`config.mk`:
```
export PLATFORM = sky130hd
export DESIGN_NAME = srw_dev_flat
export DESIGN_NICKNAME = d
export VERILOG_FILES = /design/src/rtl/srw_pkg.sv /design/src/rtl/srw_if.sv /design/src/rtl/srw_dev.sv /design/src/flat_wrapper.sv
export SDC_FILE = /design/constraint.sdc
export NUM_CORES = 1
export LEC_CHECK = 0
export BUFFER_PORTS_ARGS = -buffer_cell sky130_fd_sc_hd__buf_2
export CORE_MARGIN = 2
export CORE_UTILIZATION = 50
export CTS_BUF_LIST = sky130_fd_sc_hd__clkbuf_4 sky130_fd_sc_hd__clkbuf_8 sky130_fd_sc_hd__clkbuf_16
export DETAILED_ROUTE_END_ITERATION = 8
export PLACE_DENSITY = 0.83
export SLEW_MARGIN = 20
export SYNTH_ARGS = -nofsm -noshare
export SYNTH_HDL_FRONTEND = slang
export SYNTH_SLANG_ARGS = --single-unit
```
`constraint.sdc`:
```
create_clock -name pclk -period 8.1 [get_ports pclk]
set_clock_uncertainty 0.2 [all_clocks]
set_input_delay 2.025 -clock pclk [delete_from_list [all_inputs] [get_ports pclk]]
set_output_delay 2.025 -clock pclk [all_outputs]
set_load 0.01 [all_outputs]
```
`src/rtl/srw_pkg.sv`:
```
// shared constants for the sleep, reset and watchdog controller
`default_nettype none
package srw_pkg;
    // ----------------------------------------------------------------
    // sleep mode encodings
    // ----------------------------------------------------------------
    localparam logic [2:0] MODE_IDLE = 3'h0;
    localparam logic [2:0] MODE_PDOWN = 3'h2;
    localparam logic [2:0] MODE_PSAVE = 3'h3;
    localparam logic [2:0] MODE_STDBY = 3'h6;
    localparam logic [2:0] MODE_ESTDBY = 3'h7;
    // ----------------------------------------------------------------
    // protected write targets and unlock
    // ----------------------------------------------------------------
    localparam logic [1:0] SEL_SWRST = 2'h0;
    localparam logic [1:0] SEL_WDCTRL = 2'h1;
    localparam logic [1:0] SEL_WDWIN = 2'h2;
    localparam logic [1:0] SEL_SIG = 2'h3;
    localparam logic [7:0] SIG_KEY = 8'hA5;
    localparam logic [2:0] UNLOCK_CYC = 3'h4;
    // ----------------------------------------------------------------
    // reset timing and cause bits
    // ----------------------------------------------------------------
    localparam logic [1:0] RST_PULSE = 2'h2;
    localparam logic [4:0] RST_HOLD = 5'h10;
    localparam int CAUSE_POR = 0;
    localparam int CAUSE_EXT = 1;
    localparam int CAUSE_BOD = 2;
    localparam int CAUSE_WD = 3;
    localparam int CAUSE_SW = 4;
    localparam logic [4:0] CAUSE_RST = 5'h01;
    // ----------------------------------------------------------------
    // watchdog: period p gives 8 << p ticks of 1 ms, p = 0..10
    // ----------------------------------------------------------------
    localparam logic [13:0] WD_BASE = 14'h0008;
    localparam logic [3:0] WD_PER_MAX = 4'hA;
    localparam logic [3:0] WD_PER_RST = 4'hA;
    localparam logic [15:0] BOOT_VEC = 16'h8000;
    localparam logic [15:0] APP_VEC = 16'h0000;
    // ----------------------------------------------------------------
    // apb register offsets and clock gate reset value
    // ----------------------------------------------------------------
    localparam logic [7:0] OFS_CTRL = 8'h00;
    localparam logic [7:0] OFS_CMD = 8'h04;
    localparam logic [7:0] OFS_PROT = 8'h08;
    localparam logic [7:0] OFS_PR = 8'h0C;
    localparam logic [7:0] OFS_STAT = 8'h10;
    localparam logic [5:0] GATE_ALL = 6'h3F;
endpackage
`default_nettype wire

```
`src/rtl/srw_if.sv`:
```
// link between the cpu-side controller and the sleep/reset/watchdog unit
`default_nettype none
interface srw_if;
    logic sleep_req; // sleep instruction pulse
    logic [2:0] sleep_mode; // selected sleep mode
    logic sleep_en; // sleep enable
    logic wd_clear; // watchdog_clear_instruction pulse
    logic cause_clr; // clear reset cause pulse
    logic prot_wr; // protected write strobe
    logic [1:0] prot_sel; // protected target
    logic [7:0] prot_data; // protected data
    logic [7:0] pr_ctrl; // power reduction, one bit per peripheral
    logic asleep; // device sleeping
    logic [4:0] rst_cause; // latest reset source
    modport dev (input sleep_req, sleep_mode, sleep_en, wd_clear, cause_clr,
        prot_wr, prot_sel, prot_data, pr_ctrl, output asleep, rst_cause);
    modport host (output sleep_req, sleep_mode, sleep_en, wd_clear,
        cause_clr, prot_wr, prot_sel, prot_data, pr_ctrl,
        input asleep, rst_cause);
endinterface
`default_nettype wire

```
`src/rtl/srw_dev.sv`:
```
// sleep, reset and watchdog_unit logic of the device end
//
// Chosen here: the APB slave port and the placing of the registers.
`default_nettype none
// How it works
// - five sleep modes, all entered from active
// - enabled interrupt or reset wakes to active
// - power reduction bit stops that peripheral clock
// - idle stops cpu and nvm clocks only
// - power-down stops all clock sources
// - power-down wakes on address match, port
// - power-save adds running rtc and wake
// - standby keeps clock sources, gates rest
// - extended standby keeps sources and rtc
// - reset loads registers, memory untouched
// - start at vector zero or boot
// - any reset tri-states pins, asynchronously
// - latest reset source kept for software
// - low external pin holds reset
// - brown-out when enabled, power-on always
// - watchdog expiry resets the device
// - software reset only after timed unlock
// - eleven periods 8 ms to 8 s
// - clear before timeout or reset
// - window mode clear inside limits only
// - watchdog changes need timed unlock
// - fuse keeps watchdog always on
module srw_dev
    import srw_pkg::*;
(
    input wire logic pclk, // system clock
    input wire logic presetn, // power-on reset, active low
    srw_if.dev s, // cpu-side link
    input wire logic por_low, // supply below power-on threshold
    input wire logic bod_en, // brown-out detector enabled
    input wire logic bod_low, // supply below brown-out threshold
    input wire logic ext_rst_n, // external reset pin, active low
    input wire logic periph_irq, // any enabled peripheral interrupt
    input wire logic twi_irq, // two_wire_address_match interrupt
    input wire logic port_irq, // asynchronous port interrupt
    input wire logic rtc_irq, // real-time counter interrupt
    input wire logic rtc_on, // real-time counter enabled
    input wire logic wd_tick, // 1 kHz tick of low_power_oscillator
    input wire logic wd_fuse_on, // always-on fuse programmed
    input wire logic boot_fuse, // reset vector moved to boot section
    output logic clk_cpu_en, // cpu clock gate
    output logic clk_nvm_en, // nonvolatile memory clock gate
    output logic clk_per_en, // peripheral clock gate
    output logic clk_rtc_en, // rtc clock gate
    output logic clk_src_en, // system clock sources run
    output logic clk_rtcsrc_en, // rtc clock source runs
    output logic [7:0] per_clk_en, // per-peripheral clock gates
    output logic sys_rst_n, // system reset, active low
    output logic io_tristate, // all pins tri-stated
    output logic [15:0] reset_vector // first fetch address
);
    // ----------------------------------------------------------------
    // functions
    // ----------------------------------------------------------------
    // gates: {cpu, nvm, per, rtc, src, rtcsrc}
    function automatic logic [5:0] gates(input logic slp,
        input logic [2:0] m, input logic rtc);
        logic [5:0] g;
        g = GATE_ALL;
        if (slp)
        begin
            case (m)
                MODE_IDLE: g = 6'h0F;
                MODE_PDOWN: g = 6'h00;
                MODE_PSAVE: g = {3'h0, rtc, 1'b0, rtc};
                MODE_STDBY: g = 6'h02;
                MODE_ESTDBY: g = {3'h0, rtc, 1'b1, rtc};
                default: g = GATE_ALL;
            endcase
        end
        return g;
    endfunction

    // watchdog limit in ticks for a period code
    function automatic logic [13:0] wd_limit(input logic [3:0] p);
        return WD_BASE << p;
    endfunction

    // clamp an out-of-range period code to the longest period
    function automatic logic [3:0] clamp(input logic [3:0] p);
        return (p > WD_PER_MAX) ? WD_PER_MAX : p;
    endfunction

    // ----------------------------------------------------------------
    // reset tree
    // ----------------------------------------------------------------
    typedef enum logic {ST_ACTIVE = 1'b0, ST_SLEEP = 1'b1} srw_slp_t;
    logic int_fire; // watchdog or software reset in progress
    logic [1:0] fire_cnt; // length of the internal pulse
    logic [4:0] hold_cnt; // reset stretch after release
    logic [4:0] cause; // latest reset cause
    wire ext_src = por_low | (bod_en & bod_low) | ~ext_rst_n;
    // any source drops every register below, save the power-on domain, without a clock
    wire rst_n_async = presetn & ~ext_src & ~int_fire;

    logic [2:0] unlock_cnt; // open cycles of the unlock window
    logic wd_en; // software watchdog enable
    logic [3:0] wd_per; // timeout period code
    logic win_en; // window mode enabled
    logic [3:0] win_per; // closed window period code
    logic [13:0] wd_cnt; // ticks since last clear
    srw_slp_t state; // sleep state
    logic [2:0] mode; // mode latched at sleep entry

    // ----------------------------------------------------------------
    // decode
    // ----------------------------------------------------------------
    wire unlocked = unlock_cnt != 3'h0;
    wire sig_hit = s.prot_wr & (s.prot_sel == SEL_SIG)
        & (s.prot_data == SIG_KEY);
    wire prot_ok = s.prot_wr & (s.prot_sel != SEL_SIG) & unlocked;
    wire sw_hit = prot_ok & (s.prot_sel == SEL_SWRST) & s.prot_data[0];
    wire wdc_wr = prot_ok & (s.prot_sel == SEL_WDCTRL);
    wire wdw_wr = prot_ok & (s.prot_sel == SEL_WDWIN);
    wire wd_on = wd_en | wd_fuse_on;
    wire wd_late = wd_on & (wd_cnt >= wd_limit(wd_per));
    wire wd_early = wd_on & win_en & s.wd_clear
        & (wd_cnt < wd_limit(win_per));
    wire wd_expire = wd_late | wd_early;
    wire [4:0] src_bits = {sw_hit, wd_expire, bod_en & bod_low,
        ~ext_rst_n, por_low};
    wire mode_ok = (s.sleep_mode == MODE_IDLE)
        | (s.sleep_mode == MODE_PDOWN) | (s.sleep_mode == MODE_PSAVE)
        | (s.sleep_mode == MODE_STDBY) | (s.sleep_mode == MODE_ESTDBY);
    wire sleep_go = (state == ST_ACTIVE) & s.sleep_req & s.sleep_en
        & mode_ok;
    wire async_wake = twi_irq | port_irq;
    wire rtc_wake = rtc_on & rtc_irq;
    wire wake = (mode == MODE_IDLE) ? (periph_irq | async_wake | rtc_wake)
        : ((mode == MODE_PSAVE) | (mode == MODE_ESTDBY))
        ? (async_wake | rtc_wake) : async_wake;
    wire [2:0] next_mode = sleep_go ? s.sleep_mode : mode;
    srw_slp_t next_state;
    assign next_state = sleep_go ? ST_SLEEP
        : ((state == ST_SLEEP) & wake) ? ST_ACTIVE : state;
    wire [5:0] next_gate = gates(next_state == ST_SLEEP, next_mode, rtc_on);

    // ----------------------------------------------------------------
    // internal reset pulse and cause record (power-on domain)
    // ----------------------------------------------------------------
    // the pulse lives outside the domain it resets, so it is not
    // cut short by its own effect
    always_ff @(posedge pclk or negedge presetn)
    begin
        if (!presetn)
        begin
            int_fire <= 1'b0;
            fire_cnt <= 2'h0;
        end
        else if (wd_expire | sw_hit)
        begin
            int_fire <= 1'b1;
            fire_cnt <= RST_PULSE;
        end
        else if (fire_cnt != 2'h0)
            fire_cnt <= fire_cnt - 2'h1;
        else
            int_fire <= 1'b0;
    end

    // a new source replaces the record and beats a clear
    always_ff @(posedge pclk or negedge presetn)
    begin
        if (!presetn)
            cause <= CAUSE_RST;
        else if (src_bits != 5'h00)
            cause <= src_bits;
        else if (s.cause_clr)
            cause <= 5'h00;
    end
    assign s.rst_cause = cause;

    // ----------------------------------------------------------------
    // reset release, pin tri-state and vector
    // ----------------------------------------------------------------
    always_ff @(posedge pclk or negedge rst_n_async)
    begin
        if (!rst_n_async)
        begin
            hold_cnt <= 5'h00;
            sys_rst_n <= 1'b0;
            io_tristate <= 1'b1;
            reset_vector <= APP_VEC;
        end
        else
        begin
            if (hold_cnt != RST_HOLD)
                hold_cnt <= hold_cnt + 5'h01;
            sys_rst_n <= hold_cnt == RST_HOLD;
            io_tristate <= hold_cnt != RST_HOLD;
            // fuse read by the clock after release, not by the reset
            reset_vector <= boot_fuse ? BOOT_VEC : APP_VEC;
        end
    end

    // ----------------------------------------------------------------
    // timed unlock window
    // ----------------------------------------------------------------
    always_ff @(posedge pclk or negedge rst_n_async)
    begin
        if (!rst_n_async)
            unlock_cnt <= 3'h0;
        else if (sig_hit)
            unlock_cnt <= UNLOCK_CYC;
        else if (prot_ok)
            unlock_cnt <= 3'h0; // one write per unlock
        else if (unlocked)
            unlock_cnt <= unlock_cnt - 3'h1;
    end

    // ----------------------------------------------------------------
    // watchdog configuration and counter
    // ----------------------------------------------------------------
    always_ff @(posedge pclk or negedge rst_n_async)
    begin
        if (!rst_n_async)
        begin
            wd_en <= 1'b0;
            wd_per <= WD_PER_RST;
            win_en <= 1'b0;
            win_per <= 4'h0;
        end
        else if (wdc_wr)
        begin
            wd_en <= s.prot_data[0]; // fuse overrides a disable
            wd_per <= clamp(s.prot_data[4:1]);
        end
        else if (wdw_wr)
        begin
            win_en <= s.prot_data[0];
            win_per <= clamp(s.prot_data[4:1]);
        end
    end

    // saturating tick counter, restarted by any clear or change
    always_ff @(posedge pclk or negedge rst_n_async)
    begin
        if (!rst_n_async)
            wd_cnt <= 14'h0000;
        else if (!wd_on | s.wd_clear | wdc_wr | wdw_wr)
            wd_cnt <= 14'h0000;
        else if (wd_tick & (wd_cnt != 14'h3FFF))
            wd_cnt <= wd_cnt + 14'h0001;
    end

    // ----------------------------------------------------------------
    // sleep state and clock gates
    // ----------------------------------------------------------------
    // outputs are loaded from next values so gates follow the state
    always_ff @(posedge pclk or negedge rst_n_async)
    begin
        if (!rst_n_async)
        begin
            state <= ST_ACTIVE;
            mode <= MODE_IDLE;
            {clk_cpu_en, clk_nvm_en, clk_per_en} <= 3'h7;
            {clk_rtc_en, clk_src_en, clk_rtcsrc_en} <= 3'h7;
            per_clk_en <= 8'hFF;
        end
        else
        begin
            state <= next_state;
            mode <= next_mode;
            {clk_cpu_en, clk_nvm_en, clk_per_en} <= next_gate[5:3];
            {clk_rtc_en, clk_src_en, clk_rtcsrc_en} <= next_gate[2:0];
            per_clk_en <= {8{next_gate[3]}} & ~s.pr_ctrl;
        end
    end
    assign s.asleep = state == ST_SLEEP;
endmodule // srw_dev
`default_nettype wire

```
`src/flat_wrapper.sv`:
```
// flat-port wrapper written by rule: the top's interface ports become plain ports
module srw_dev_flat import srw_pkg::*;
  (pclk, presetn, por_low, bod_en, bod_low, ext_rst_n, periph_irq, twi_irq, port_irq, rtc_irq, rtc_on, wd_tick, wd_fuse_on, boot_fuse, clk_cpu_en, clk_nvm_en, clk_per_en, clk_rtc_en, clk_src_en, clk_rtcsrc_en, per_clk_en, sys_rst_n, io_tristate, reset_vector, s_sleep_req, s_sleep_mode, s_sleep_en, s_wd_clear, s_cause_clr, s_prot_wr, s_prot_sel, s_prot_data, s_pr_ctrl, s_asleep, s_rst_cause);
  srw_if s_i ();
  input wire logic pclk;
  input wire logic presetn;
  input wire logic por_low;
  input wire logic bod_en;
  input wire logic bod_low;
  input wire logic ext_rst_n;
  input wire logic periph_irq;
  input wire logic twi_irq;
  input wire logic port_irq;
  input wire logic rtc_irq;
  input wire logic rtc_on;
  input wire logic wd_tick;
  input wire logic wd_fuse_on;
  input wire logic boot_fuse;
  output logic clk_cpu_en;
  output logic clk_nvm_en;
  output logic clk_per_en;
  output logic clk_rtc_en;
  output logic clk_src_en;
  output logic clk_rtcsrc_en;
  output logic [7:0] per_clk_en;
  output logic sys_rst_n;
  output logic io_tristate;
  output logic [15:0] reset_vector;
  input wire logic [$bits(s_i.sleep_req)-1:0] s_sleep_req;
  input wire logic [$bits(s_i.sleep_mode)-1:0] s_sleep_mode;
  input wire logic [$bits(s_i.sleep_en)-1:0] s_sleep_en;
  input wire logic [$bits(s_i.wd_clear)-1:0] s_wd_clear;
  input wire logic [$bits(s_i.cause_clr)-1:0] s_cause_clr;
  input wire logic [$bits(s_i.prot_wr)-1:0] s_prot_wr;
  input wire logic [$bits(s_i.prot_sel)-1:0] s_prot_sel;
  input wire logic [$bits(s_i.prot_data)-1:0] s_prot_data;
  input wire logic [$bits(s_i.pr_ctrl)-1:0] s_pr_ctrl;
  output wire logic [$bits(s_i.asleep)-1:0] s_asleep;
  output wire logic [$bits(s_i.rst_cause)-1:0] s_rst_cause;
  assign s_i.sleep_req = s_sleep_req;
  assign s_i.sleep_mode = s_sleep_mode;
  assign s_i.sleep_en = s_sleep_en;
  assign s_i.wd_clear = s_wd_clear;
  assign s_i.cause_clr = s_cause_clr;
  assign s_i.prot_wr = s_prot_wr;
  assign s_i.prot_sel = s_prot_sel;
  assign s_i.prot_data = s_prot_data;
  assign s_i.pr_ctrl = s_pr_ctrl;
  assign s_asleep = s_i.asleep;
  assign s_rst_cause = s_i.rst_cause;
  srw_dev u_core (.pclk(pclk), .presetn(presetn), .s(s_i), .por_low(por_low), .bod_en(bod_en), .bod_low(bod_low), .ext_rst_n(ext_rst_n), .periph_irq(periph_irq), .twi_irq(twi_irq), .port_irq(port_irq), .rtc_irq(rtc_irq), .rtc_on(rtc_on), .wd_tick(wd_tick), .wd_fuse_on(wd_fuse_on), .boot_fuse(boot_fuse), .clk_cpu_en(clk_cpu_en), .clk_nvm_en(clk_nvm_en), .clk_per_en(clk_per_en), .clk_rtc_en(clk_rtc_en), .clk_src_en(clk_src_en), .clk_rtcsrc_en(clk_rtcsrc_en), .per_clk_en(per_clk_en), .sys_rst_n(sys_rst_n), .io_tristate(io_tristate), .reset_vector(reset_vector));
endmodule
```
==> flow_summary.ini, run 1 <==
[sta]
worstMarginPinSlew_ns = 0.971
fin_crit_ns = 3.27
rsz0062_at_grt = no
fmax_ghz = 0.306
slew_violations = 0
finalHoldViolCount = 0
setup_viol = 0
finalCritPeriodShare = 0.404
setup_tns_ns = 0
slew_headroom = 0.344

[logic_synthesis]
ys_types = 41
async_flop_share = 1.00
yosys.area.top_type_share = 0.317
ys_ff_latch = 59
synth_area_um2 = 3400
synth_area_leaders = dfrtp_1 (32%), dfstp_2 (12%), ha_1 (11%), nand2_1 (5.6%), nor2_1 (4.2%)
synth_edf_count = 0
synth_top_flop_cell = dfrtp_1
synth-seq-area-share = 0.440
synth_area_per_cell_um2 = 9.34
synth_area_leader_cell = dfrtp_1
synthCells = 364
yosysWarnings = 0

[place]
port_buffers = 62
gp_congestion = 0.927
dp_hpwl_mm = 5.29

[pwr]
p_per_area_nw_per_um2 = 254
ir_drop_uv = 188
intPower_mw = 0.637
p_comb_frac = 0.321
clockPowerShare = 0.281
p_sw_frac = 0.363
p_seq_frac = 0.398
power_switching_mw = 0.362
p_leak_nw = 1.84

[grt]
grt_pass1_vias = 2683
groute.usage.overall = 0.202
gr-total-overflow = 0
antenna_found_initial = 0
grt_max_degree = 52
grt_pass1_wl_mm = 11.8

[floorplanning]
num_rows = 30
start_util = 0.509
core-area_um2 = 6680
die_x_um = 86.5
dieHeight_um = 86.5
io_pins = 78
die-area_um2 = 7470

[critical_path]
end_kind = register
worst-path-max-fanout = 8
reg2reg_depth = 8
cp-startpoint = wd_fuse_on
r2r-start = u_core.wd_per[1]
cp_slowest_cell = nor3_1
crit_required_ns = 8.09
rr_endpoint = u_core.s.rst_cause[1]
path_class = in2reg
cp-start-kind = primary input
critPathTopFamily = simple AND/OR/NAND/NOR gates
cpPeakStageDelay_ns = 0.61
path_cells = buf_2 > nor2_1 > nor3_1 > o21ai_0 > nor3_1 > o31ai_1
r2r_slack_ns = 5.17
cp.arrival_ns = 3.26
path_common_cell = nor3_1
path_buf_inv = 1

[routing]
wl_met1_mm = 2.99
dr.max_layer_used = met4
wl_met2_mm = 3.50
drc = 0
avgViaCountPerCell = 5.44
dr_wl_met3_um = 418
wl_mm = 6.99
detail_route.first_pass.iterations = 4
ant_nets = 0
wl_per_cell_um = 13.6
drtIter0Drc = 161
vias = 2804

[final_layout]
finish.utilization = 0.589
nNetsFinal = 499
layout-drive-gt1-share = 0.237
area_delta_synth_final_pct = 15.8
diodes = 0

[clock_network]
cts_setup_buffers = 0
cts.sinks = 59
clkSlewWorstSetupHoldPaths_ns = 0.07
htreeDepth = 3
cts_buffers = 9
hold_buffers = 0
clk_path_buf_depth = 2
root_buffer = clkbuf_8
cts_tree = yes
clock_latency_ns = 0.34
cts_resized = 0

[worst_hold_path]
min_from = u_core.s.rst_cause[0]
min_to = u_core.s.rst_cause[0]
worstHoldPathType = reg2reg
holdPathStages = 2

[status]
status = finished, final reports clean

[run]
drv_cap = 0
[final cells by class]
type	instances	area (um^2)
Clock buffer	9	124
Clock inverter	7	83.8
Fill cell	574	2750
Inverter	16	60.1
Multi-Input combinational cell	281	1750
Sequential cell	59	1500
Tap cell	80	100
Timing Repair Buffer	63	318
[cells by family (layout without fill, tap and decap cells)]
family	after synthesis	in the layout	synth area share
AND/OR/NAND/NOR	159	159	0.231
flip-flops	59	59	0.440
AO/OA/AOI/OAI	58	58	0.106
buffers and inverters	38	95	0.0607
adder cells (fa/ha/maj)	29	29	0.107
XOR/XNOR	16	16	0.0412
multiplexers	4	4	0.0129
other	1	15	0.00110
[worst max-delay path by stage]
stage                            end  cells past startpoint
6_report       u_core.s.rst_cause[1]                      6
5_1_grt        u_core.s.rst_cause[2]                      6
4_1_cts        u_core.s.rst_cause[2]                      6
3_5_place_dp   u_core.s.rst_cause[2]                      6
3_3_place_gp   u_core.s.rst_cause[1]                      6
2_1_floorplan     u_core.hold_cnt[0]                      3
[per-stage QoR]
| stage | power (mW) | hold WS, ns | area (um^2) | worst slack (ns) | cells |
|---|---|---|---|---|---|
| 2_1_floorplan | 0.642 | 0.238 | 3450 | 0.579 | 378 |
| 5_1_grt | 1.08 | 0.300 | 3940 | 4.63 | 515 |
| 3_5_place_dp | 0.724 | 0.268 | 3730 | 4.45 | 499 |
| 3_3_place_gp | 0.707 | 0.258 | 3730 | 4.50 | 499 |
| 4_1_cts | 1.01 | 0.279 | 3940 | 4.82 | 515 |
| 6_report | 0.999 | 0.275 | 3940 | 4.83 | 515 |
[state kept, by name (all words and copies together) (netlist names), 2 cells and up]
register,count
u_core.wd_per,4
u_core.hold_cnt,5
u_core.unlock_cnt,3
u_core.win_per,4
u_core.mode,3
u_core.fire_cnt,2
u_core.s.rst_cause,5
u_core.per_clk_en,8
u_core.wd_cnt,14
[cell usage in the layout (no fill, tap or decap), types with 16 or more instances in the layout]
| cell | netlist | final |
|---|---|---|
| a21oi_1 | 18 | 18 |
| buf_2 | 0 | 62 |
| dfrtp_1 | 43 | 43 |
| dfstp_2 | 16 | 16 |
| ha_1 | 29 | 29 |
| inv_1 | 16 | 16 |
| nand2_1 | 51 | 51 |
| nand3_1 | 16 | 16 |
| nor2_1 | 38 | 38 |
| o21ai_0 | 20 | 20 |
[power groups by stage]
stage / sequential [mW] / combinational (mW) / clock, mW
after floorplan: 0.396 / 0.245 / 0
after global placement: 0.400 / 0.308 / 0
after detailed placement: 0.401 / 0.323 / 0
after CTS: 0.397 / 0.324 / 0.288
after global routing: 0.405 / 0.369 / 0.304
final: 0.397 / 0.321 / 0.281
[cells in the mapped netlist (6+ instances only)]
cell type	n
o31ai_1	6
buf_4	17
nor2_1	38
dfrtp_1	43
dfstp_2	16
o21ai_0	20
a21oi_1	18
nand3_1	16
nand2_1	51
ha_1	29
inv_1	16
xnor2_1	14
nand4_1	7
nor2b_1	8
nor3_1	9
[per-layer routing]
| metal | global-route usage | vias up |
|---|---|---|
| li1 | - | 1380 |
| met1 | 0.246 | 1310 |
| met2 | 0.342 | 104 |
| met3 | 0.0667 | 10 |
| met4 | 0.0582 | 0 |
| met5 | 0 | - |
[tightest hold or removal path, stage by stage (launching register included)]
cell and delay, ns:
dfstp_2 0.37, nand2_1 0.05, o31ai_1 0.06
Power figures use the tool's default switching activity.
==> run 2: changes to the inputs <==
- CORE_UTILIZATION: 50 -> 49
- PLACE_DENSITY: 0.83 -> 0.84
- clock period: 8.1 -> 2.67 ns (I/O delays scaled with it)
==> run 2 against run 1 <==
Net effect:
- the flow now finishes with violations (setup timing)
- global-route usage is 0.57 points higher
- critical endpoint is now u_core.fire_cnt[1]
- register-to-register slack worse by 5.2 ns
- final cell count is 2.7% higher
==> flow_summary.ini, run 2 (synthesis results as in run 1) <==
[clock_network]
clkSlewWorstSetupHoldPaths_ns = 0.07
clock_latency_ns = 0.36
cts.sinks = 59
cts_buffers = 9
htreeDepth = 3
root_buffer = clkbuf_8
clk_path_buf_depth = 2
cts_tree = yes

[status]
violations = setup timing
status = complete, but fails checks

[floorplanning]
die_x_um = 87.3
start_util = 0.503
io_pins = 78
die-area_um2 = 7620
core-area_um2 = 6760
dieHeight_um = 87.3
num_rows = 30

[critical_path]
worst-path-max-fanout = 8
path_class = reg2reg
crit_required_ns = 2.71
cp.arrival_ns = 2.73
end_kind = register
cp-start-kind = register

[pwr]
p_leak_nw = 1.94
p_per_area_nw_per_um2 = 809
ir_drop_uv = 410

[final_layout]
diodes = 0
area_delta_synth_final_pct = 23.7
final_common_cell = buf_2
most-common-layout-cells = buf_2 (62), nand2_1 (49), dfrtp_1 (41), nor2_1 (36), ha_1 (28)
reg.largest.list = u_core.wd_cnt x14, u_core.per_clk_en x8
largest_reg_flops = 14
fin_area_um2 = 4200
nNetsFinal = 513
layout-drive-gt1-share = 0.292
regMostFlops = u_core.wd_cnt
instances_no_fill = 529

[worst_hold_path]
worstHoldPathType = in2reg

[routing]
wl_per_cell_um = 15.0
avgViaCountPerCell = 5.54
drc = 0
detail_route.first_pass.iterations = 5
wl_mm = 7.93
drtIter0Drc = 188
ant_nets = 0
vias = 2932

[sta]
fin_crit_ns = 2.69
worstMarginPinSlew_ns = 0.553
setup_viol = 3
finalCritPeriodShare = 1.01
slew_headroom = 0.629
fmax_ghz = 0.372
finalHoldViolCount = 0
slew_violations = 0
setup_ws_ns = -0.0208

[grt]
groute.usage.overall = 0.207
grt_pass1_vias = 2732
grt_pass1_wl_mm = 12.0
grt_max_degree = 52
antenna_found_initial = 0
gr-total-overflow = 0

[run]
drv_cap = 0

[place]
dp.cells = 513
gp_congestion = 0.903
placed_area_um2 = 3880
dp_hpwl_mm = 5.51
port_buffers = 62
-- run 2: layer usage --
layer / share of wire / track usage
met4: 0.034 / 0.108
met1: 0.40 / 0.242
met5: 0 / 0
met3: 0.070 / 0.0673
met2: 0.49 / 0.340
-- run 2: worst paths after layout --
| path | from | slack (ns) | endpoint | cells after the start |
|---|---|---|---|---|
| min in group asynchronous | u_core.int_fire | 0.32 | u_core.wd_en | 2 |
| min reg2reg | u_core.s.rst_cause[0] | 0.28 | u_core.s.rst_cause[0] | 2 |
| max reg2reg | u_core.wd_per[1] | -0.02 | u_core.fire_cnt[1] | 9 |
| max in group asynchronous | presetn | 0.97 | u_core.clk_cpu_en | 4 |
| min | s_pr_ctrl[2] | 0.21 | u_core.per_clk_en[2] | 2 |
| max | u_core.wd_per[1] | -0.02 | u_core.fire_cnt[1] | 9 |
-- run 2: what timing repair did --
item | CTS | global route
endpoints found under the hold margin | 7 | 0
cloned | 0 | 0
pin swaps | 1 | 9
resized for setup | 1 | 17
setup buffers | 0 | 0
endpoints found under the setup margin | 3 | 8
hold buffers | 1 | 0
-- run 2: final cells by class --
cell class | instances | area (um^2)
multi-input combinational | 281 | 1880
clock buffer | 10 | 138
sequential | 59 | 1500
inverter | 16 | 62.6
tap | 80 | 100
timing repair buffer | 77 | 438
clock inverter | 6 | 88.8
fill | 531 | 2550
-- run 2: critical path, stage by stage (launching register included) --
cell	delay, ns
dfstp_2	0.56
buf_4	0.15
nor2_4	0.05
nand2_2	0.08
ha_4	0.21
nor4_4	0.34
a211oi_2	0.10
a2111oi_4	0.39
o41ai_4	0.15
or3_1	0.34
-- run 2: through the flow --
step / setup TNS (ns) / utilization / hold WS (ns) / setup WS (ns) / power [mW]
4_1_cts: 0 / 0.610 / 0.205 / 0.0619 / 3.23
3_3_place_gp: 0 / 0.575 / 0.262 / 0.0193 / 2.23
5_1_grt: -0.571 / 0.622 / 0.200 / -0.0908 / 3.61
3_5_place_dp: -0.146 / 0.575 / 0.268 / -0.0696 / 2.29
6_report: -0.0349 / 0.622 / 0.211 / -0.0208 / 3.40
2_1_floorplan: -0.403 / - / 0.172 / -0.0112 / 1.95
-- run 2: where the power goes --
part	internal, mW	switching [mW]
clock network	0.550	0.390
registers	1.08	0.146
logic	0.551	0.684
total	2.18	1.22
